==> config.mk <==
export PLATFORM = sky130hd
export DESIGN_NAME = vts_vector_ctrl
export DESIGN_NICKNAME = d
export VERILOG_FILES = /design/src/vts_pkg.sv /design/src/vts_prio_enc.sv /design/src/vts_src_group.sv /design/src/vts_vector_ctrl.sv
export VERILOG_INCLUDE_DIRS = /design/src
export SDC_FILE = /design/constraint.sdc
export NUM_CORES = 1
export LEC_CHECK = 0
export ABC_AREA = 1
export BUFFER_PORTS_ARGS = -buffer_cell sky130_fd_sc_hd__clkbuf_2
export CORE_AREA = 5 5 138 140
export CTS_BUF_LIST = sky130_fd_sc_hd__clkbuf_4 sky130_fd_sc_hd__clkbuf_8
export CTS_CLUSTER_DIAMETER = 30
export DETAILED_ROUTE_END_ITERATION = 10
export DIE_AREA = 0 0 143 145
export PLACE_DENSITY = 0.8
export REMOVE_ABC_BUFFERS = 1
export SYNTH_ARGS = -nofsm -noshare
export SYNTH_HDL_FRONTEND = slang
export SYNTH_SLANG_ARGS = --single-unit
==> constraint.sdc <==
create_clock -name i_clock -period 2.4 [get_ports i_clock]
set_input_delay 0.24 -clock i_clock [delete_from_list [all_inputs] [get_ports i_clock]]
set_output_delay 0.24 -clock i_clock [all_outputs]
set_load 0.01 [all_outputs]
==> src/vts_defines.svh <==
`ifndef VTS_DEFINES_SVH
`define VTS_DEFINES_SVH

// memory map of the top region
`define VTS_RST_VEC      16'hfffe
`define VTS_VEC_BASE     16'hffe8
`define VTS_BL_PW_BASE   16'hffe0
`define VTS_SIG_DBG      16'hff80
`define VTS_SIG_DBG_LEN  16'hff82
`define VTS_SIG_BL       16'hff84
`define VTS_DBG_PW_BASE  16'hff88

// signature values that switch a password on, and the password lengths in words
`define VTS_DBG_PW_EN    16'ha5a5
`define VTS_BL_PW_EN     16'h5a5a
`define VTS_BL_PW_LEN    6'h10
`define VTS_DBG_PW_MAX   6'h3c

// default peripheral register space
`define VTS_PERIPH_LO    16'h0000
`define VTS_PERIPH_HI    16'h0fff

// vector groups, index i sits at VEC_BASE + 2*i
`define VTS_NUM_VEC      11
`define VTS_G_UNMI       9
`define VTS_G_SNMI       10

// reset cause vector code after power-up
`define VTS_RC_POWERUP   8'h02

`endif

==> src/vts_pkg.sv <==
package vts_pkg;
	typedef enum logic [2:0] {
		VTS_BOOT_DBG_SIG,
		VTS_BOOT_DBG_LEN,
		VTS_BOOT_BL_SIG,
		VTS_BOOT_RST_VEC,
		VTS_IDLE,
		VTS_FETCH_VEC,
		VTS_PW_CMP
	} vts_state_t;
	typedef logic [15:0] vts_word_t;
endpackage

==> src/vts_prio_enc.sv <==
`timescale 1ns/1ps
// highest set index wins
module vts_prio_enc #(
	parameter int N = 11
) (
	input  wire logic [N-1:0]         i_req,
	output logic                      o_any,
	output logic [$clog2(N)-1:0]      o_idx
);
	always_comb begin
		o_any = |i_req;
		o_idx = '0;
		for (int i = 0; i < N; i++) begin
			if (i_req[i]) begin
				o_idx = ($clog2(N))'(i);
			end
		end
	end
endmodule

==> src/vts_src_group.sv <==
`timescale 1ns/1ps
// one vector's flag group: pending level and the lowest-set source code (2, 4, 6, ...)
module vts_src_group #(
	parameter int W = 1
) (
	input  wire logic [W-1:0] i_flags,
	input  wire logic [W-1:0] i_ie,
	output logic              o_pend,
	output logic [7:0]        o_iv
);
	logic [W-1:0] act;

	always_comb begin
		act = i_flags & i_ie;
		o_pend = |act;
		o_iv = 8'h00;
		for (int i = W - 1; i >= 0; i--) begin
			if (act[i]) begin
				o_iv = 8'((i + 1) * 2);
			end
		end
	end
endmodule

==> src/vts_vector_ctrl.sv <==
`timescale 1ns/1ps
`include "vts_defines.svh"
// What this block does
// [RL1] after reset, fetch word at 0fffe and load it as the program counter
// [RL2] interrupt vectors are 16-bit words growing down from 0fffc
// [RL3] if enabled by signature, words 0ffe0..0ffff are the boot-loader password
// [RL4] signature words from 0ff80 are read before application code starts
// [RL5] debug password from 0ff88 upward, length set by debug signature
// [RL6] supply, brownout, pin and watchdog timeout all reset via 0fffe
// [RL7] key violations, uncorrectable bit errors, segment and access faults, software resets reset
// [RL8] instruction fetch inside peripheral space causes a system reset
// [RL9] vacant access, mailbox, bit errors, segment violations raise system nmi
// [RL10] nmi vectors blocked only by own enables, not by global enable
// [RL11] watchdog interval mode requests maskable vector 0fff2
// [RL12] serial a0 requests 0fff0 with spi or uart source sets
// [RL13] serial b0 requests 0ffee with i2c or spi source sets
// [RL14] converter requests 0ffec with result, window, ready and overflow flags
// [RL15] among pending interrupts the higher vector address is served first
// [RL16] timer b0 uses 0fff6/0fff4, timer a0 uses 0ffea/0ffe8
// [RL17] external nmi and oscillator fault use 0fffa, comparator uses 0fff8
module vts_vector_ctrl #(
	parameter logic [15:0] PERIPH_LO  = `VTS_PERIPH_LO,
	parameter logic [15:0] PERIPH_HI  = `VTS_PERIPH_HI,
	parameter logic [5:0]  DBG_PW_MAX = `VTS_DBG_PW_MAX
) (
	input  wire logic        i_clock,
	input  wire logic        i_rst_b,
	input  wire logic        i_brownout_flag,
	input  wire logic        i_supply_supervisor_reset_flag,
	input  wire logic        i_pin_reset_flag,
	input  wire logic        i_watchdog_event_flag,
	input  wire logic        i_wdt_interval_mode,
	input  wire logic        i_wdt_ie,
	input  wire logic [4:0]  i_key_violation,
	input  wire logic        i_uncorrectable_bit_error_flag,
	input  wire logic        i_correctable_bit_error_flag,
	input  wire logic [2:0]  i_segment_violation,
	input  wire logic        i_access_time_error_flag,
	input  wire logic        i_software_por_flag,
	input  wire logic        i_software_bor_flag,
	input  wire logic        i_fetch,
	input  wire logic [15:0] i_fetch_addr,
	input  wire logic        i_vacant_access_flag,
	input  wire logic        i_debug_mailbox_in_flag,
	input  wire logic        i_debug_mailbox_out_flag,
	input  wire logic [5:0]  i_sys_nmi_ie,
	input  wire logic        i_external_nmi_flag,
	input  wire logic        i_oscillator_fault_flag,
	input  wire logic [1:0]  i_user_nmi_ie,
	input  wire logic        i_gie,
	input  wire logic [1:0]  i_comp_flags,
	input  wire logic [1:0]  i_comp_ie,
	input  wire logic        i_tb0_cc0_flag,
	input  wire logic        i_tb0_cc0_ie,
	input  wire logic [6:0]  i_tb0_flags,
	input  wire logic [6:0]  i_tb0_ie,
	input  wire logic        i_serial_a0_uart,
	input  wire logic [3:0]  i_serial_a0_flags,
	input  wire logic [3:0]  i_serial_a0_ie,
	input  wire logic        i_serial_b0_i2c,
	input  wire logic [13:0] i_serial_b0_flags,
	input  wire logic [13:0] i_serial_b0_ie,
	input  wire logic [37:0] i_converter_flags,
	input  wire logic [37:0] i_converter_ie,
	input  wire logic        i_ta0_cc0_flag,
	input  wire logic        i_ta0_cc0_ie,
	input  wire logic [2:0]  i_ta0_flags,
	input  wire logic [2:0]  i_ta0_ie,
	input  wire logic        i_irq_ack,
	input  wire logic        i_pw_start,
	input  wire logic        i_pw_sel,
	input  wire logic        i_pw_valid,
	input  wire logic [15:0] i_pw_word,
	input  wire logic [15:0] i_mem_data,
	output logic             o_mem_rd,
	output logic [15:0]      o_mem_addr,
	output logic [15:0]      o_pc,
	output logic             o_pc_load,
	output logic             o_boot_done,
	output logic             o_sys_reset,
	output logic [7:0]       o_reset_cause_vector,
	output logic             o_irq,
	output logic [15:0]      o_irq_addr,
	output logic [15:0]      o_handler,
	output logic             o_handler_valid,
	output logic [7:0]       o_system_nmi_vector,
	output logic [7:0]       o_user_nmi_vector,
	output logic [7:0]       o_serial_a0_vector,
	output logic [7:0]       o_serial_b0_vector,
	output logic [7:0]       o_converter_vector,
	output logic             o_bl_pw_en,
	output logic             o_dbg_pw_en,
	output logic [5:0]       o_dbg_pw_len,
	output logic             o_pw_ready,
	output logic             o_pw_done,
	output logic             o_pw_ok
);
	localparam int NV = `VTS_NUM_VEC;

	vts_pkg::vts_state_t state_q, state_d;
	logic [1:0]  pend_q, pend_d;
	logic        rd_q, rd_d, pc_load_q, pc_load_d, boot_q, boot_d;
	logic [15:0] addr_q, addr_d, pc_q, pc_d, hnd_q, hnd_d, irq_addr_q, irq_addr_d;
	logic        hnd_v_q, hnd_v_d, irq_q, irq_d, srst_q, srst_d;
	logic [3:0]  irq_idx_q, irq_idx_d;
	logic [7:0]  rc_q, rc_d, snmi_q, snmi_d, unmi_q, unmi_d;
	logic [7:0]  a0_q, a0_d, b0_q, b0_d, cnv_q, cnv_d;
	logic        bl_en_q, bl_en_d, dbg_en_q, dbg_en_d;
	logic [5:0]  dbg_len_q, dbg_len_d, idx_q, idx_d;
	logic        sel_q, sel_d, act_q, act_d, bad_q, bad_d;
	logic        rdy_q, rdy_d, done_q, done_d, ok_q, ok_d;
	logic [15:0] word_q, word_d;

	logic [15:0] rc_flags;
	logic [7:0]  rc_iv, snmi_iv, unmi_iv, a0_iv, b0_iv, cnv_iv;
	logic        rst_ev, fetch_bad, win_any, bad_now;
	logic [NV-1:0] pend, req;
	logic [3:0]  win_idx;
	logic [5:0]  sel_len, len_now;
	logic [15:0] raddr;

	// instruction fetch from peripheral registers is a system reset
	assign fetch_bad = i_fetch && (i_fetch_addr >= PERIPH_LO) && (i_fetch_addr <= PERIPH_HI); // RL8
	// bit 0 stays free for the power-up code; lower index reports first
	assign rc_flags = {fetch_bad, i_software_bor_flag, i_software_por_flag, // RL7
		i_access_time_error_flag, |i_segment_violation, i_uncorrectable_bit_error_flag,
		i_key_violation, i_watchdog_event_flag && !i_wdt_interval_mode, // RL6
		i_pin_reset_flag, i_supply_supervisor_reset_flag, i_brownout_flag, 1'b0};
	assign rst_ev = |rc_flags;

	vts_src_group #(.W(16)) u_rst (.i_flags(rc_flags), .i_ie(16'hffff),
		.o_pend(), .o_iv(rc_iv));
	vts_src_group #(.W(6)) u_snmi (.i_flags({|i_segment_violation, // RL9
		i_uncorrectable_bit_error_flag, i_correctable_bit_error_flag,
		i_debug_mailbox_out_flag, i_debug_mailbox_in_flag, i_vacant_access_flag}),
		.i_ie(i_sys_nmi_ie), .o_pend(pend[`VTS_G_SNMI]), .o_iv(snmi_iv));
	vts_src_group #(.W(2)) u_unmi (.i_flags({i_oscillator_fault_flag, i_external_nmi_flag}),
		.i_ie(i_user_nmi_ie), .o_pend(pend[`VTS_G_UNMI]), .o_iv(unmi_iv)); // RL17
	vts_src_group #(.W(2)) u_comp (.i_flags(i_comp_flags), .i_ie(i_comp_ie),
		.o_pend(pend[8]), .o_iv()); // RL17
	vts_src_group #(.W(1)) u_tb0c0 (.i_flags(i_tb0_cc0_flag), .i_ie(i_tb0_cc0_ie),
		.o_pend(pend[7]), .o_iv()); // RL16
	vts_src_group #(.W(7)) u_tb0 (.i_flags(i_tb0_flags), .i_ie(i_tb0_ie),
		.o_pend(pend[6]), .o_iv()); // RL16
	vts_src_group #(.W(1)) u_wdt (.i_flags(i_watchdog_event_flag && i_wdt_interval_mode),
		.i_ie(i_wdt_ie), .o_pend(pend[5]), .o_iv()); // RL11
	// spi mode only has the receive and transmit flags in bits 1:0
	vts_src_group #(.W(4)) u_a0 (.i_flags(i_serial_a0_flags), // RL12
		.i_ie(i_serial_a0_ie & (i_serial_a0_uart ? 4'hf : 4'h3)),
		.o_pend(pend[4]), .o_iv(a0_iv));
	vts_src_group #(.W(14)) u_b0 (.i_flags(i_serial_b0_flags), // RL13
		.i_ie(i_serial_b0_ie & (i_serial_b0_i2c ? 14'h3fff : 14'h0003)),
		.o_pend(pend[3]), .o_iv(b0_iv));
	vts_src_group #(.W(38)) u_cnv (.i_flags(i_converter_flags), .i_ie(i_converter_ie),
		.o_pend(pend[2]), .o_iv(cnv_iv)); // RL14
	vts_src_group #(.W(1)) u_ta0c0 (.i_flags(i_ta0_cc0_flag), .i_ie(i_ta0_cc0_ie),
		.o_pend(pend[1]), .o_iv()); // RL16
	vts_src_group #(.W(3)) u_ta0 (.i_flags(i_ta0_flags), .i_ie(i_ta0_ie),
		.o_pend(pend[0]), .o_iv()); // RL16

	// the global enable gates only the maskable groups
	assign req = pend & {2'b11, {(NV - 2){i_gie}}}; // RL10

	vts_prio_enc #(.N(NV)) u_prio (.i_req(req), .o_any(win_any), .o_idx(win_idx)); // RL15

	assign sel_len = sel_q ? dbg_len_q : (bl_en_q ? `VTS_BL_PW_LEN : 6'h00);
	assign len_now = i_pw_sel ? dbg_len_q : (bl_en_q ? `VTS_BL_PW_LEN : 6'h00);
	assign bad_now = bad_q || (i_mem_data != word_q);

	always_comb begin
		raddr = 16'h0000;
		unique case (state_q)
			vts_pkg::VTS_BOOT_DBG_SIG: raddr = `VTS_SIG_DBG; // RL4
			vts_pkg::VTS_BOOT_DBG_LEN: raddr = `VTS_SIG_DBG_LEN;
			vts_pkg::VTS_BOOT_BL_SIG:  raddr = `VTS_SIG_BL;
			vts_pkg::VTS_BOOT_RST_VEC: raddr = `VTS_RST_VEC; // RL1
			vts_pkg::VTS_FETCH_VEC:    raddr = `VTS_VEC_BASE + {11'h000, irq_idx_q, 1'b0}; // RL2
			vts_pkg::VTS_PW_CMP:       raddr = (sel_q ? `VTS_DBG_PW_BASE : `VTS_BL_PW_BASE) // RL3
				+ {9'h000, idx_q, 1'b0}; // RL5
			vts_pkg::VTS_IDLE:         raddr = 16'h0000;
		endcase
	end

	always_comb begin
		state_d = state_q;
		pend_d = pend_q;
		rd_d = 1'b0;
		addr_d = addr_q;
		pc_d = pc_q;
		pc_load_d = 1'b0;
		boot_d = boot_q;
		hnd_d = hnd_q;
		hnd_v_d = 1'b0;
		irq_d = 1'b0;
		irq_idx_d = irq_idx_q;
		irq_addr_d = irq_addr_q;
		srst_d = rst_ev;
		rc_d = rst_ev ? rc_iv : rc_q;
		snmi_d = snmi_iv;
		unmi_d = unmi_iv;
		a0_d = a0_iv;
		b0_d = b0_iv;
		cnv_d = cnv_iv;
		bl_en_d = bl_en_q;
		dbg_en_d = dbg_en_q;
		dbg_len_d = dbg_len_q;
		idx_d = idx_q;
		sel_d = sel_q;
		act_d = act_q;
		bad_d = bad_q;
		done_d = 1'b0;
		ok_d = ok_q;
		word_d = word_q;
		if (rst_ev) begin
			// a system reset restarts the signature walk and the reset fetch
			state_d = vts_pkg::VTS_BOOT_DBG_SIG; // RL6
			pend_d = 2'h0;
			boot_d = 1'b0;
			act_d = 1'b0;
		end else if (state_q == vts_pkg::VTS_IDLE) begin
			if (irq_q && i_irq_ack) begin
				state_d = vts_pkg::VTS_FETCH_VEC;
			end else if (i_pw_start) begin
				sel_d = i_pw_sel;
				idx_d = 6'h00;
				bad_d = 1'b0;
				act_d = len_now != 6'h00;
				done_d = len_now == 6'h00;
				ok_d = len_now == 6'h00;
			end else if (rdy_q && i_pw_valid) begin
				word_d = i_pw_word;
				state_d = vts_pkg::VTS_PW_CMP;
			end else if (boot_q && win_any) begin
				irq_d = 1'b1; // RL15
				irq_idx_d = win_idx;
				irq_addr_d = `VTS_VEC_BASE + {11'h000, win_idx, 1'b0}; // RL2
			end
		end else begin
			// memory answers the cycle after the read strobe
			unique case (pend_q)
				2'h0: begin
					rd_d = 1'b1;
					addr_d = raddr;
					pend_d = 2'h1;
				end
				2'h1: pend_d = 2'h2;
				default: begin
					pend_d = 2'h0;
					unique case (state_q)
						vts_pkg::VTS_BOOT_DBG_SIG: begin
							dbg_en_d = i_mem_data == `VTS_DBG_PW_EN; // RL5
							state_d = vts_pkg::VTS_BOOT_DBG_LEN;
						end
						vts_pkg::VTS_BOOT_DBG_LEN: begin
							// length is in words and may run into the vectors
							dbg_len_d = !dbg_en_q ? 6'h00 : (i_mem_data > 16'(DBG_PW_MAX))
								? DBG_PW_MAX : i_mem_data[5:0]; // RL5
							state_d = vts_pkg::VTS_BOOT_BL_SIG;
						end
						vts_pkg::VTS_BOOT_BL_SIG: begin
							bl_en_d = i_mem_data == `VTS_BL_PW_EN; // RL3
							state_d = vts_pkg::VTS_BOOT_RST_VEC;
						end
						vts_pkg::VTS_BOOT_RST_VEC: begin
							pc_d = i_mem_data; // RL1
							pc_load_d = 1'b1;
							boot_d = 1'b1;
							state_d = vts_pkg::VTS_IDLE;
						end
						vts_pkg::VTS_FETCH_VEC: begin
							hnd_d = i_mem_data; // RL2
							hnd_v_d = 1'b1;
							state_d = vts_pkg::VTS_IDLE;
						end
						vts_pkg::VTS_PW_CMP: begin
							bad_d = bad_now; // RL3
							idx_d = idx_q + 6'h01;
							state_d = vts_pkg::VTS_IDLE;
							if (idx_q + 6'h01 == sel_len) begin
								act_d = 1'b0;
								done_d = 1'b1;
								ok_d = !bad_now;
							end
						end
						vts_pkg::VTS_IDLE: state_d = vts_pkg::VTS_IDLE;
					endcase
				end
			endcase
		end
		rdy_d = act_d && (state_d == vts_pkg::VTS_IDLE) && !rst_ev && !i_pw_start;
	end

	always_ff @(posedge i_clock) begin
		if (!i_rst_b) begin
			state_q <= vts_pkg::VTS_BOOT_DBG_SIG;
			pend_q <= 2'h0;
			rd_q <= 1'b0;
			addr_q <= 16'h0000;
			pc_q <= 16'h0000;
			pc_load_q <= 1'b0;
			boot_q <= 1'b0;
			hnd_q <= 16'h0000;
			hnd_v_q <= 1'b0;
			irq_q <= 1'b0;
			irq_idx_q <= 4'h0;
			irq_addr_q <= 16'h0000;
			srst_q <= 1'b0;
			rc_q <= `VTS_RC_POWERUP;
			{snmi_q, unmi_q, a0_q, b0_q, cnv_q} <= 40'h00_0000_0000;
			{bl_en_q, dbg_en_q, sel_q, act_q, bad_q, rdy_q, done_q, ok_q} <= 8'h00;
			dbg_len_q <= 6'h00;
			idx_q <= 6'h00;
			word_q <= 16'h0000;
		end else begin
			state_q <= state_d;
			pend_q <= pend_d;
			rd_q <= rd_d;
			addr_q <= addr_d;
			pc_q <= pc_d;
			pc_load_q <= pc_load_d;
			boot_q <= boot_d;
			hnd_q <= hnd_d;
			hnd_v_q <= hnd_v_d;
			irq_q <= irq_d;
			irq_idx_q <= irq_idx_d;
			irq_addr_q <= irq_addr_d;
			srst_q <= srst_d;
			rc_q <= rc_d;
			{snmi_q, unmi_q, a0_q, b0_q, cnv_q} <= {snmi_d, unmi_d, a0_d, b0_d, cnv_d};
			{bl_en_q, dbg_en_q, sel_q, act_q} <= {bl_en_d, dbg_en_d, sel_d, act_d};
			{bad_q, rdy_q, done_q, ok_q} <= {bad_d, rdy_d, done_d, ok_d};
			dbg_len_q <= dbg_len_d;
			idx_q <= idx_d;
			word_q <= word_d;
		end
	end

	assign o_mem_rd = rd_q;
	assign o_mem_addr = addr_q;
	assign o_pc = pc_q;
	assign o_pc_load = pc_load_q;
	assign o_boot_done = boot_q;
	assign o_sys_reset = srst_q;
	assign o_reset_cause_vector = rc_q;
	assign o_irq = irq_q;
	assign o_irq_addr = irq_addr_q;
	assign o_handler = hnd_q;
	assign o_handler_valid = hnd_v_q;
	assign o_system_nmi_vector = snmi_q;
	assign o_user_nmi_vector = unmi_q;
	assign o_serial_a0_vector = a0_q;
	assign o_serial_b0_vector = b0_q;
	assign o_converter_vector = cnv_q;
	assign o_bl_pw_en = bl_en_q;
	assign o_dbg_pw_en = dbg_en_q;
	assign o_dbg_pw_len = dbg_len_q;
	assign o_pw_ready = rdy_q;
	assign o_pw_done = done_q;
	assign o_pw_ok = ok_q;
endmodule
Word-level counts from Yosys, hierarchy flattened
Index checks and enable logic that the tools add are counted.
{"block": "word_totals", "input_bits": 230, "output_inout_bits": 129, "regBits": 154, "elab_cells": 294}
{"block": "op_classes", "n_addsub": 4, "n_mux": 139, "n_eq_ne": 15, "n_lt_le_gt_ge": 3, "bitwise_logic": 21, "reduce_logical": 66}
{"cell": "$mux 6", "count": 40}
{"cell": "$pmux 16 s6", "count": 1}
{"cell": "$mux 5", "count": 16}
{"cell": "$reduce_or 38->1", "count": 2}
{"cell": "$mux 4", "count": 16}
{"cell": "$mux 3", "count": 19}
{"cell": "$mux 7", "count": 8}
{"cell": "$and 38x38->38", "count": 1}
{"cell": "$reduce_or 32->1", "count": 1}
{"cell": "$mux 1", "count": 29}
{"cell": "$and 14x14->14", "count": 2}
{"cell": "$reduce_or 14->1", "count": 2}
{"cell": "$reduce_and 4->1", "count": 6}
{"cell": "$reduce_or 22->1", "count": 1}
{"cell": "$reduce_or 21->1", "count": 1}
{"cell": "$reduce_or 4->1", "count": 5}
{"cell": "$reduce_or 19->1", "count": 1}
{"cell": "$reduce_or 18->1", "count": 1}
{"cell": "$reduce_or 17->1", "count": 1}
{"cell": "$eq 16x15->1 const B", "count": 1}
{"cell": "$eq 16x16->1 const B", "count": 1}
{"cell": "$ge 16x1->1 const B", "count": 1}
{"cell": "$gt 16x6->1 const B", "count": 1}
{"cell": "$le 16x12->1 const B", "count": 1}
{"cell": "41 further kinds", "count": 90}

Logic depth before layout (Yosys ltp)
Gate-level depths: netlist of the first run.
{"block": "logic_depth", "word_depth": 39, "ltp_mapped": 38, "ltp_nobuf": 38}

Hierarchy
Synthesis of the first run repeated with hierarchy kept, for this count alone.
{"block": "unflattened", "hier_cells": 1344, "area_unflattened_um2": 8439.3}
{"module": "vts_vector_ctrl", "area_per_inst_um2": 6308.6, "cells_per_inst": 911, "instances": 1, "seq_area_each_um2": 2842.7}
{"module": "vts_src_group (u_cnv)", "area_per_inst_um2": 619.3, "cells_per_inst": 142, "instances": 1, "seq_area_each_um2": 0.0}
{"module": "vts_src_group (u_rst)", "area_per_inst_um2": 279.0, "cells_per_inst": 59, "instances": 1, "seq_area_each_um2": 0.0}
{"module": "vts_src_group (u_b0)", "area_per_inst_um2": 252.7, "cells_per_inst": 55, "instances": 1, "seq_area_each_um2": 0.0}
{"module": "vts_src_group (u_ta0c0 ...)", "area_per_inst_um2": 71.3, "cells_per_inst": 11, "instances": 3, "seq_area_each_um2": 0.0}
{"module": "vts_src_group (u_tb0)", "area_per_inst_um2": 151.4, "cells_per_inst": 29, "instances": 1, "seq_area_each_um2": 0.0}
{"module": "vts_src_group (u_snmi)", "area_per_inst_um2": 146.4, "cells_per_inst": 27, "instances": 1, "seq_area_each_um2": 0.0}
{"module": "vts_src_group (u_comp ...)", "area_per_inst_um2": 72.6, "cells_per_inst": 12, "instances": 2, "seq_area_each_um2": 0.0}
{"module": "vts_prio_enc", "area_per_inst_um2": 117.6, "cells_per_inst": 27, "instances": 1, "seq_area_each_um2": 0.0}
{"module": "vts_src_group (u_a0)", "area_per_inst_um2": 113.9, "cells_per_inst": 22, "instances": 1, "seq_area_each_um2": 0.0}
{"module": "vts_src_group (u_ta0)", "area_per_inst_um2": 91.3, "cells_per_inst": 15, "instances": 1, "seq_area_each_um2": 0.0}

Least setup slack after synthesis of the first run
Ideal clock, no wire load.
{"block": "synth_path", "path_kind": "reg-to-reg", "from": "register idx_q[0]", "to": "register ok_q (netlist: o_pw_ok)", "period_less_slack_ns": 2.102, "stages_incl_launch_ff": 11, "t_required_ns": 2.314, "t_arrival_ns": 2.016, "setup_time_ns": 0.086, "setup_slack_ns": 0.298, "path_buffers": 0, "cell_sequence": "dfxtp_1 > ha_1 > nand3_1 > xor2_1 > inv_1 > a2111o_1 > a211oi_1 > nand3_1 > a221oi_1 > nor2_1 > a211oi_1"}
{"block": "synth_between", "elab_chain_len": 4}
{"item": "start: declaration", "line_no": "vts_vector_ctrl.sv:109", "text": "logic [5:0] dbg_len_q, dbg_len_d, idx_q, idx_d;"}
{"item": "start signal: assignment", "line_no": "vts_vector_ctrl.sv:333", "text": "idx_q <= idx_d;"}
{"item": "$add 6x1->6", "line_no": "vts_vector_ctrl.sv:279", "text": "if (idx_q + 6'h01 == sel_len) begin"}
{"item": "$eq 6x6->1", "line_no": "vts_vector_ctrl.sv:279"}
{"item": "$reduce_bool 2->1 (no source line)"}
{"item": "$reduce_and 6->1 (no source line)"}
{"item": "end signal: assignment", "line_no": "vts_vector_ctrl.sv:331", "text": "{bad_q, rdy_q, done_q, ok_q} <= {bad_d, rdy_d, done_d, ok_d};"}
{"item": "end: declaration", "line_no": "vts_vector_ctrl.sv:111", "text": "logic rdy_q, rdy_d, done_q, done_d, ok_q, ok_d;"}
Every way passes these cells.
A chain may end at the register's enable or synchronous reset.

Worst setup path after layout of the first run
{"block": "layout_path", "from": "register idx_q[1]", "to": "register ok_q (netlist: o_pw_ok)"}
Same word-level chain as after synthesis.

==> results of run 1 <==
[kinds of logic (layout without fill, tap and decap cells)]
group | count (synthesis) | in the layout | share of synthesized area
buffers and inverters | 175 | 477 | 0.129
multiplexers | 1 | 1 | 0.00154
flip-flops | 117 | 117 | 0.361
XOR/XNOR | 22 | 22 | 0.0297
adder cells (fa/ha/maj) | 7 | 7 | 0.0135
other | 1 | 27 | 0.000578
AND/OR/NAND/NOR | 435 | 435 | 0.284
AO/OA/AOI/OAI | 208 | 208 | 0.180
[power by group through the flow]
stage	Combinational [mW]	Clock, mW	Sequential (mW)
after detailed placement	0.586	0	2.01
final	0.587	2.10	1.97
after floorplan	0.256	0	2.02
after global routing	0.664	2.25	1.97
after CTS	0.588	2.15	1.97
after global placement	0.579	0	2.01
[cell usage after synthesis, types with 16 or more instances]
master | number | area (sq um)
sky130_fd_sc_hd__inv_2 | 21 | 78.8
sky130_fd_sc_hd__nor2_1 | 119 | 447
sky130_fd_sc_hd__o21ai_1 | 65 | 325
sky130_fd_sc_hd__nand4_1 | 16 | 100
sky130_fd_sc_hd__dfxtp_1 | 117 | 2340
sky130_fd_sc_hd__clkbuf_1 | 19 | 71.3
sky130_fd_sc_hd__inv_1 | 80 | 300
sky130_fd_sc_hd__o21ai_0 | 18 | 90.1
sky130_fd_sc_hd__nand3_1 | 47 | 235
sky130_fd_sc_hd__buf_4 | 47 | 353
sky130_fd_sc_hd__a21oi_1 | 80 | 400
sky130_fd_sc_hd__nand2_1 | 211 | 792
[path summary, 6_finish.rpt]
| check | startpoint | endpoint | slack (ns) | depth (start not counted) |
|---|---|---|---|---|
| max | idx_q[1]$_SDFFE_PN0P_ | o_pw_ok$_SDFFE_PN0P_ | 0.12 | 10 |
| min | i_pw_word[14] | word_q[14]$_SDFFE_PN0P_ | 0.04 | 3 |
| max reg2reg | idx_q[1]$_SDFFE_PN0P_ | o_pw_ok$_SDFFE_PN0P_ | 0.12 | 10 |
| min reg2reg | o_handler[3]$_SDFFE_PN0P_ | o_handler[3]$_SDFFE_PN0P_ | 0.44 | 2 |
[cells in the final DEF (no fill, tap or decap), types with 16 or more instances in the layout]
cell,instances
sky130_fd_sc_hd__nand4_1,16
sky130_fd_sc_hd__a21oi_1,80
sky130_fd_sc_hd__o21ai_0,18
sky130_fd_sc_hd__clkbuf_2,319
sky130_fd_sc_hd__inv_2,21
sky130_fd_sc_hd__clkbuf_8,18
sky130_fd_sc_hd__o21ai_1,65
sky130_fd_sc_hd__nand3_1,47
sky130_fd_sc_hd__dfxtp_1,116
sky130_fd_sc_hd__inv_1,80
sky130_fd_sc_hd__buf_4,21
sky130_fd_sc_hd__conb_1,27
sky130_fd_sc_hd__nor2_1,119
sky130_fd_sc_hd__nand2_1,211
[worst reg2reg max path: stages (launching register included)]
cell	delay (ns)
sky130_fd_sc_hd__dfxtp_2	0.36
sky130_fd_sc_hd__ha_2	0.19
sky130_fd_sc_hd__nand3_1	0.09
sky130_fd_sc_hd__xor2_1	0.15
sky130_fd_sc_hd__inv_1	0.09
sky130_fd_sc_hd__a2111o_1	0.40
sky130_fd_sc_hd__a211oi_2	0.28
sky130_fd_sc_hd__nand3_1	0.13
sky130_fd_sc_hd__a221oi_2	0.29
sky130_fd_sc_hd__buf_4	0.16
sky130_fd_sc_hd__a211oi_2	0.05
[routing by layer]
layer / share of wire / wire length, um / track usage / vias up
li1: - / - / - / 3763
met1: 0.41 / 9250 / 0.263 / 3277
met2: 0.50 / 11300 / 0.365 / 261
met3: 0.076 / 1730 / 0.0579 / 35
met4: 0.020 / 451 / 0.0642 / 0
met5: 0 / 0 / 0 / -
[sequential cells by signal (all words and copies together), names as in the netlist, 2 cells and up]
| name | flops |
|---|---|
| word_q | 16 |
| idx_q | 6 |
| pend_q | 2 |
| o_mem_addr | 8 |
| o_irq_addr | 3 |
| irq_idx_q | 4 |
| o_serial_a0_vector | 3 |
| o_system_nmi_vector | 3 |
| state_q | 3 |
| o_handler | 16 |
| o_serial_b0_vector | 4 |
| o_user_nmi_vector | 2 |
| o_reset_cause_vector | 5 |
| o_converter_vector | 6 |
| o_dbg_pw_len | 6 |
| o_pc | 16 |
[cell type report]
cell class,instances,area (sq um)
clock buffer,20,263
clock inverter,12,201
fill,1766,9040
inverter,104,390
multi-input combinational,700,3420
sequential,117,2340
tap,229,287
timing repair buffer,341,1770
[repair_timing]
action	in CTS	in global routing
resized for setup	0	5
setup buffers	0	1
endpoints found under the setup margin	0	1
==> out/summary.txt, run 1 <==
STATUS
-----------------------------------------------------------------------------------
Result of the run .................................................... finished clean

LOGIC SYNTHESIS
-----------------------------------------------------------------------------------
Top flip-flop cell by instance count after synthesis ................. sky130_fd_sc_hd__dfxtp_1
Fraction of registers with async set or reset after synthesis ........            0
Synth Area per Inst ..................................................   6.71 sq um
Post-synth cell types ................................................           50
Cell count after synthesis ...........................................          966
Yosys warning total ..................................................            0
Post-synthesis register bit count ....................................          117
Count of flip-flops with a built-in enable after synthesis ...........            0
Sequential-to-total area share from yosys stat .......................        0.361
Post-Syn Area ........................................................   6480 sq um

MIN PATH
-----------------------------------------------------------------------------------
Hold Crit Class ......................................................       in2reg

PLACED DESIGN
-----------------------------------------------------------------------------------
Routability-driven placement congestion ratio ........................        0.917
Placed cell areas ....................................................   8190 sq um
Buffers added on ports ...............................................          319
Post-Place Setup Slack ...............................................    0.0653 ns
Total instance count after detailed placement ........................         1490
Half-perimeter wire length after detailed placement ..................     18800 um

SETUP PATH
-----------------------------------------------------------------------------------
Arrival time reported for the critical path endpoint .................      2.61 ns
Cell with the largest stage delay on the worst path .................. sky130_fd_sc_hd__a2111o_1
Cell-by-cell listing of the critical path ............................ ha_2 -> nand3_1 -> xor2_1 -> inv_1 -> a2111o_1 -> a211oi_2 -> nand3_1 -> a221oi_2 -> buf_4 -> a211oi_2
Type of the worst setup path .........................................      reg2reg
Critical path's top delay family ..................................... compound AO/OA/AOI/OAI gates
Critical Path Sink Type ..............................................         flop
Crit path required time ..............................................      2.72 ns
Kind of launch point of the worst setup path .........................         flop
Worst Path Max Fanout ................................................            4
Largest stage delay, worst path ......................................      0.40 ns
Bufs and invs on worst path ..........................................            2

FLOORPLANNING
-----------------------------------------------------------------------------------
Site Rows ............................................................           49
Effective utilization at floorplan ...................................        0.366
Top Ports ............................................................          359
Horizontal die dimension .............................................       143 um
Vert. Die Dim ........................................................       145 um
Area of the core .....................................................  17700 sq um
Total Die Area .......................................................  20700 sq um

TIMING
-----------------------------------------------------------------------------------
Final WS setup .......................................................     0.115 ns
Fin. Hold Viols ......................................................            0
Worst Hold Slack .....................................................    0.0408 ns
Final Critical Period ................................................      2.28 ns
Worst Clk Skew .......................................................   0.00759 ns
Total count of max-transition violations in the final report .........            0
Final count of negative-setup-slack endpoints ........................            0
Setup TNS ............................................................         0 ns
Transition time at the pin with the least slew margin ................     0.667 ns
Period utilisation layout ............................................        0.952
Normalized max-slew margin ...........................................        0.555
Setup repair after global routing missed its margin ..................        false
F_max ................................................................      438 MHz

CTS
-----------------------------------------------------------------------------------
Count of clock tree sinks ............................................          117
Maximum level of the CTS H-tree ......................................            4
TritonCTS clock tree .................................................        built
Buffer levels on the longest clock path ..............................            2
Clock latency of the later-clocked register in the worst-skew pair ...      0.43 ns
Count of hold buffers inserted by post-cts repair ....................            0
Clk slew on worst S/H paths ..........................................      0.07 ns
CTS root buffer ...................................................... sky130_fd_sc_hd__clkbuf_8
Number of buffers added by the clock tree synthesis step .............           17

POWER AND IR DROP
-----------------------------------------------------------------------------------
Total net switching power ............................................      1.16 mW
IR Drop Worst-Case VDD ...............................................     0.307 mV
Share of power burned in registers ...................................        0.423
Power Density ........................................................  537 nW/um^2
Switching share of power .............................................        0.249
Design internal power ................................................      3.50 mW
Comb pwr share .......................................................        0.126
Overall power of the completed layout ................................      4.66 mW
Leak Pwr .............................................................      4.40 nW
Clock share of power .................................................        0.451

JOB
-----------------------------------------------------------------------------------
Total of max-cap violations ..........................................            0

CELLS AND AREA
-----------------------------------------------------------------------------------
Share of final-layout standard cells stronger than drive strength 1 ..        0.318
Layout Area Growth over Synthesis ....................................        33.8%
Diode insertion count for antenna repair .............................            0
Count of placed standard cells in the final layout, fillers left out .         1523
Area of all placed cells without fillers .............................   8680 sq um
Fin nets .............................................................         1518
Final cell utilization of the core ...................................        0.490

GRT
-----------------------------------------------------------------------------------
Antenna violations before repair .....................................            0
GRT Util Overall .....................................................        0.214
Number of global-route vias before repair ............................         7072
Global-route wire length before repair ...............................     35600 um
Pin count of the biggest net entering global routing .................           70
Sum of overflow across all layers after global routing ...............            0

DETAILED ROUTING
-----------------------------------------------------------------------------------
Wirelength, routed ...................................................     22700 um
First-pass iteration count of the detailed router ....................            5
Average wire length per cell after detail routing ....................      14.9 um
Residual DRC count ...................................................            0
Via count ............................................................         7336
Iter 0 DRT Violations ................................................          429
Number of vias per cell after detailed routing .......................         4.82
Residual antenna-violating net count after detailed routing ..........            0

(Power assumes the default switching activity.)
==> run 2, diff against run 1 <==
--- a/config.mk
+++ b/config.mk
@@ -8,12 +8,12 @@
 export LEC_CHECK = 0
 export ABC_AREA = 1
 export BUFFER_PORTS_ARGS = -buffer_cell sky130_fd_sc_hd__clkbuf_2
-export CORE_AREA = 5 5 138 140
+export CORE_AREA = 3 3 138 140
 export CTS_BUF_LIST = sky130_fd_sc_hd__clkbuf_4 sky130_fd_sc_hd__clkbuf_8
 export CTS_CLUSTER_DIAMETER = 30
 export DETAILED_ROUTE_END_ITERATION = 10
-export DIE_AREA = 0 0 143 145
-export PLACE_DENSITY = 0.8
+export DIE_AREA = 0 0 141 143
+export PLACE_DENSITY = 0.78
 export REMOVE_ABC_BUFFERS = 1
 export SYNTH_ARGS = -nofsm -noshare
 export SYNTH_HDL_FRONTEND = slang
==> run 2 against run 1 <==
Compared with the run above: combinational power is 1% higher; clock-buffer cell count is 1 higher; hold slack worse by 0.0028 ns; critical path depth stayed put; via count hardly changed; sequential power hardly changed; register-to-register slack better by 0.15 ns; design area is 0.16% higher; first-iteration DRC count is 8.6% lower; setup slack better by 0.15 ns; critical path type unchanged.
==> out/summary.txt, run 2 (synthesis gave the netlist of run 1 again) <==
STATUS
-----------------------------------------------------------------------------------
Result of the run .................................................... finished clean

DETAILED ROUTING
-----------------------------------------------------------------------------------
First-pass iteration count of the detailed router ....................            5   unchanged
Iter 0 DRT Violations ................................................          392   -8.6%
Residual antenna-violating net count after detailed routing ..........            0   unchanged
Wirelength, routed ...................................................     22200 um   -2.3%
Average wire length per cell after detail routing ....................      14.6 um   -2.5%
Via count ............................................................         7330   -0.082%
Number of vias per cell after detailed routing .......................         4.80   -0.34%
Residual DRC count ...................................................            0   unchanged

PLACED DESIGN
-----------------------------------------------------------------------------------
Routability-driven placement congestion ratio ........................        0.966   +5.4%
Post-Place Setup Slack ...............................................    0.0905 ns   +0.0252 ns
Half-perimeter wire length after detailed placement ..................     17900 um   -4.7%
Buffers added on ports ...............................................          319   unchanged
Placed cell areas ....................................................   8200 sq um   +0.18%
Total instance count after detailed placement ........................         1492   +0.13%

TIMING
-----------------------------------------------------------------------------------
Fin. Hold Viols ......................................................            0   unchanged
Period utilisation layout ............................................        0.889   -0.0631
Transition time at the pin with the least slew margin ................     0.691 ns   +0.0239 ns
Final Critical Period ................................................      2.13 ns   -0.151 ns
Normalized max-slew margin ...........................................        0.539   -0.0160
Final WS setup .......................................................     0.266 ns   +0.151 ns
Worst Clk Skew .......................................................   0.00992 ns   +0.00233 ns
Setup repair after global routing missed its margin ..................        false
F_max ................................................................      469 MHz   +7.1%
Final count of negative-setup-slack endpoints ........................            0   unchanged
Total count of max-transition violations in the final report .........            0   unchanged
Worst Hold Slack .....................................................    0.0380 ns   -0.00280 ns

FLOORPLANNING
-----------------------------------------------------------------------------------
Vert. Die Dim ........................................................       143 um   -1.4%
Top Ports ............................................................          359   unchanged
Effective utilization at floorplan ...................................        0.361   -0.00500
Total Die Area .......................................................  20200 sq um   -2.8%
Site Rows ............................................................           49   unchanged
Horizontal die dimension .............................................       141 um   -1.4%
Area of the core .....................................................  18000 sq um   +1.4%

SETUP PATH
-----------------------------------------------------------------------------------
Kind of launch point of the worst setup path .........................         flop
Arrival time reported for the critical path endpoint .................      2.49 ns   -0.12 ns
Critical Path Sink Type ..............................................         flop
Largest stage delay, worst path ......................................      0.37 ns   -0.03 ns
Worst Path Max Fanout ................................................            2   -2
Bufs and invs on worst path ..........................................            1   -1
Cell occurring most often along the worst timing path ................ sky130_fd_sc_hd__nand3_1
Crit path required time ..............................................      2.76 ns   +0.04 ns
Type of the worst setup path .........................................      reg2reg
Cell-by-cell listing of the critical path ............................ ha_1 -> nand3_1 -> xor2_1 -> inv_1 -> a2111o_1 -> a211oi_2 -> nand3_1 -> a221oi_2 -> nor2_1 -> a211oi_1
Critical path's top delay family ..................................... compound AO/OA/AOI/OAI gates
Cell with the largest stage delay on the worst path .................. sky130_fd_sc_hd__a2111o_1

GRT
-----------------------------------------------------------------------------------
Global-route wire length before repair ...............................     33200 um   -7.0%
Number of global-route vias before repair ............................         6621   -6.4%
Pin count of the biggest net entering global routing .................           70   unchanged
GRT Util Overall .....................................................        0.207   -0.00718
Sum of overflow across all layers after global routing ...............            0   unchanged
Antenna violations before repair .....................................            0   unchanged

CELLS AND AREA
-----------------------------------------------------------------------------------
Share of final-layout standard cells stronger than drive strength 1 ..        0.314   -0.00406
Layout Area Growth over Synthesis ....................................        34.0%
Most common cell after layout, fill and taps aside ................... sky130_fd_sc_hd__clkbuf_2
# fillers ............................................................         1803   +2.1%
Fin nets .............................................................         1524   +0.40%
Count of placed standard cells in the final layout, fillers left out .         1527   +0.26%
Most frequent cells in the layout .................................... sky130_fd_sc_hd__clkbuf_2 (319), sky130_fd_sc_hd__nand2_1 (211), sky130_fd_sc_hd__nor2_1 (119), sky130_fd_sc_hd__dfxtp_1 (117)
Diode insertion count for antenna repair .............................            0   unchanged
Area of all placed cells without fillers .............................   8690 sq um   +0.16%

CTS
-----------------------------------------------------------------------------------
Clock latency of the later-clocked register in the worst-skew pair ...      0.44 ns   about the same
Maximum level of the CTS H-tree ......................................            4   unchanged
Number of buffers added by the clock tree synthesis step .............           17   unchanged
Count of clock tree sinks ............................................          117   unchanged
CTS root buffer ...................................................... sky130_fd_sc_hd__clkbuf_8
TritonCTS clock tree .................................................        built
Clk slew on worst S/H paths ..........................................      0.07 ns   about the same
Number of buffers inserted by post-CTS setup repair ..................            0   unchanged
Buffer levels on the longest clock path ..............................            2   unchanged

POWER AND IR DROP
-----------------------------------------------------------------------------------
Leak Pwr .............................................................      4.41 nW   +0.23%
IR Drop Worst-Case VDD ...............................................     0.359 mV   +17%
Overall power of the completed layout ................................      4.54 mW   -2.6%
Power Density ........................................................  522 nW/um^2   -2.8%

MIN PATH
-----------------------------------------------------------------------------------
Hold Crit Class ......................................................       in2reg

JOB
-----------------------------------------------------------------------------------
Total of max-cap violations ..........................................            0   unchanged

-- run 2: per-stage QoR --
| step | utilization | setup TNS, ns |
|---|---|---|
| after CTS | 0.483 | 0 |
| after global routing | 0.484 | 0 |
| final | 0.484 | 0 |
| after global placement | 0.457 | 0 |
| after detailed placement | 0.457 | 0 |
| after floorplan | - | -0.611 |
-- run 2: worst register-to-register path, delay by kind of cell, from the launching register on --
kind,cells,cell delay (ns)
buffers and inverters,1,0.06
DFF,1,0.31
and+or+nand+nor,3,0.29
xor gates and xnor gates,1,0.15
adders and majority gates,1,0.22
AOI/OAI and AO/OA,4,1.03
-- run 2: power breakdown --
group	internal [mW]	total, mW	leakage, nW	switching (mW)
Combinational	0.256	0.595	3.26	0.339
Clock	1.19	1.97	0.211	0.780
Sequential	1.96	1.97	0.946	0.00655
-- run 2: worst paths after layout --
path	startpoint	end	slack, ns	depth (start not counted)
worst max register to register	idx_q[0]$_SDFFE_PN0P_	o_pw_ok$_SDFFE_PN0P_	0.27	10
worst min-delay path	i_pw_word[7]	word_q[7]$_SDFFE_PN0P_	0.04	3
worst max-delay path	idx_q[0]$_SDFFE_PN0P_	o_pw_ok$_SDFFE_PN0P_	0.27	10
worst min register to register	o_handler[3]$_SDFFE_PN0P_	o_handler[3]$_SDFFE_PN0P_	0.44	2
-- run 2: layout make-up --
| class | instances | area (sq um) | area share |
|---|---|---|---|
| Clock buffer | 21 | 277 | 0.0318 |
| Clock inverter | 9 | 153 | 0.0176 |
| Inverter | 104 | 390 | 0.0449 |
| Multi-Input combinational cell | 700 | 3410 | 0.393 |
| Sequential cell | 117 | 2340 | 0.269 |
| Tap cell | 229 | 287 | 0.0330 |
| Timing Repair Buffer | 347 | 1830 | 0.211 |
-- run 2: layer usage --
metal,up-vias,wire length [um],track usage
li1,3769,-,-
met1,3258,9300,0.259
met2,268,10800,0.355
met3,35,1680,0.0526
met4,0,413,0.0576
met5,-,0,0
-- run 2: repair_timing --
item,CTS,global route
endpoints found under the setup margin,0,1
hold buffers,5,0
gates resized for setup,0,2
hold endpoints to repair,5,0
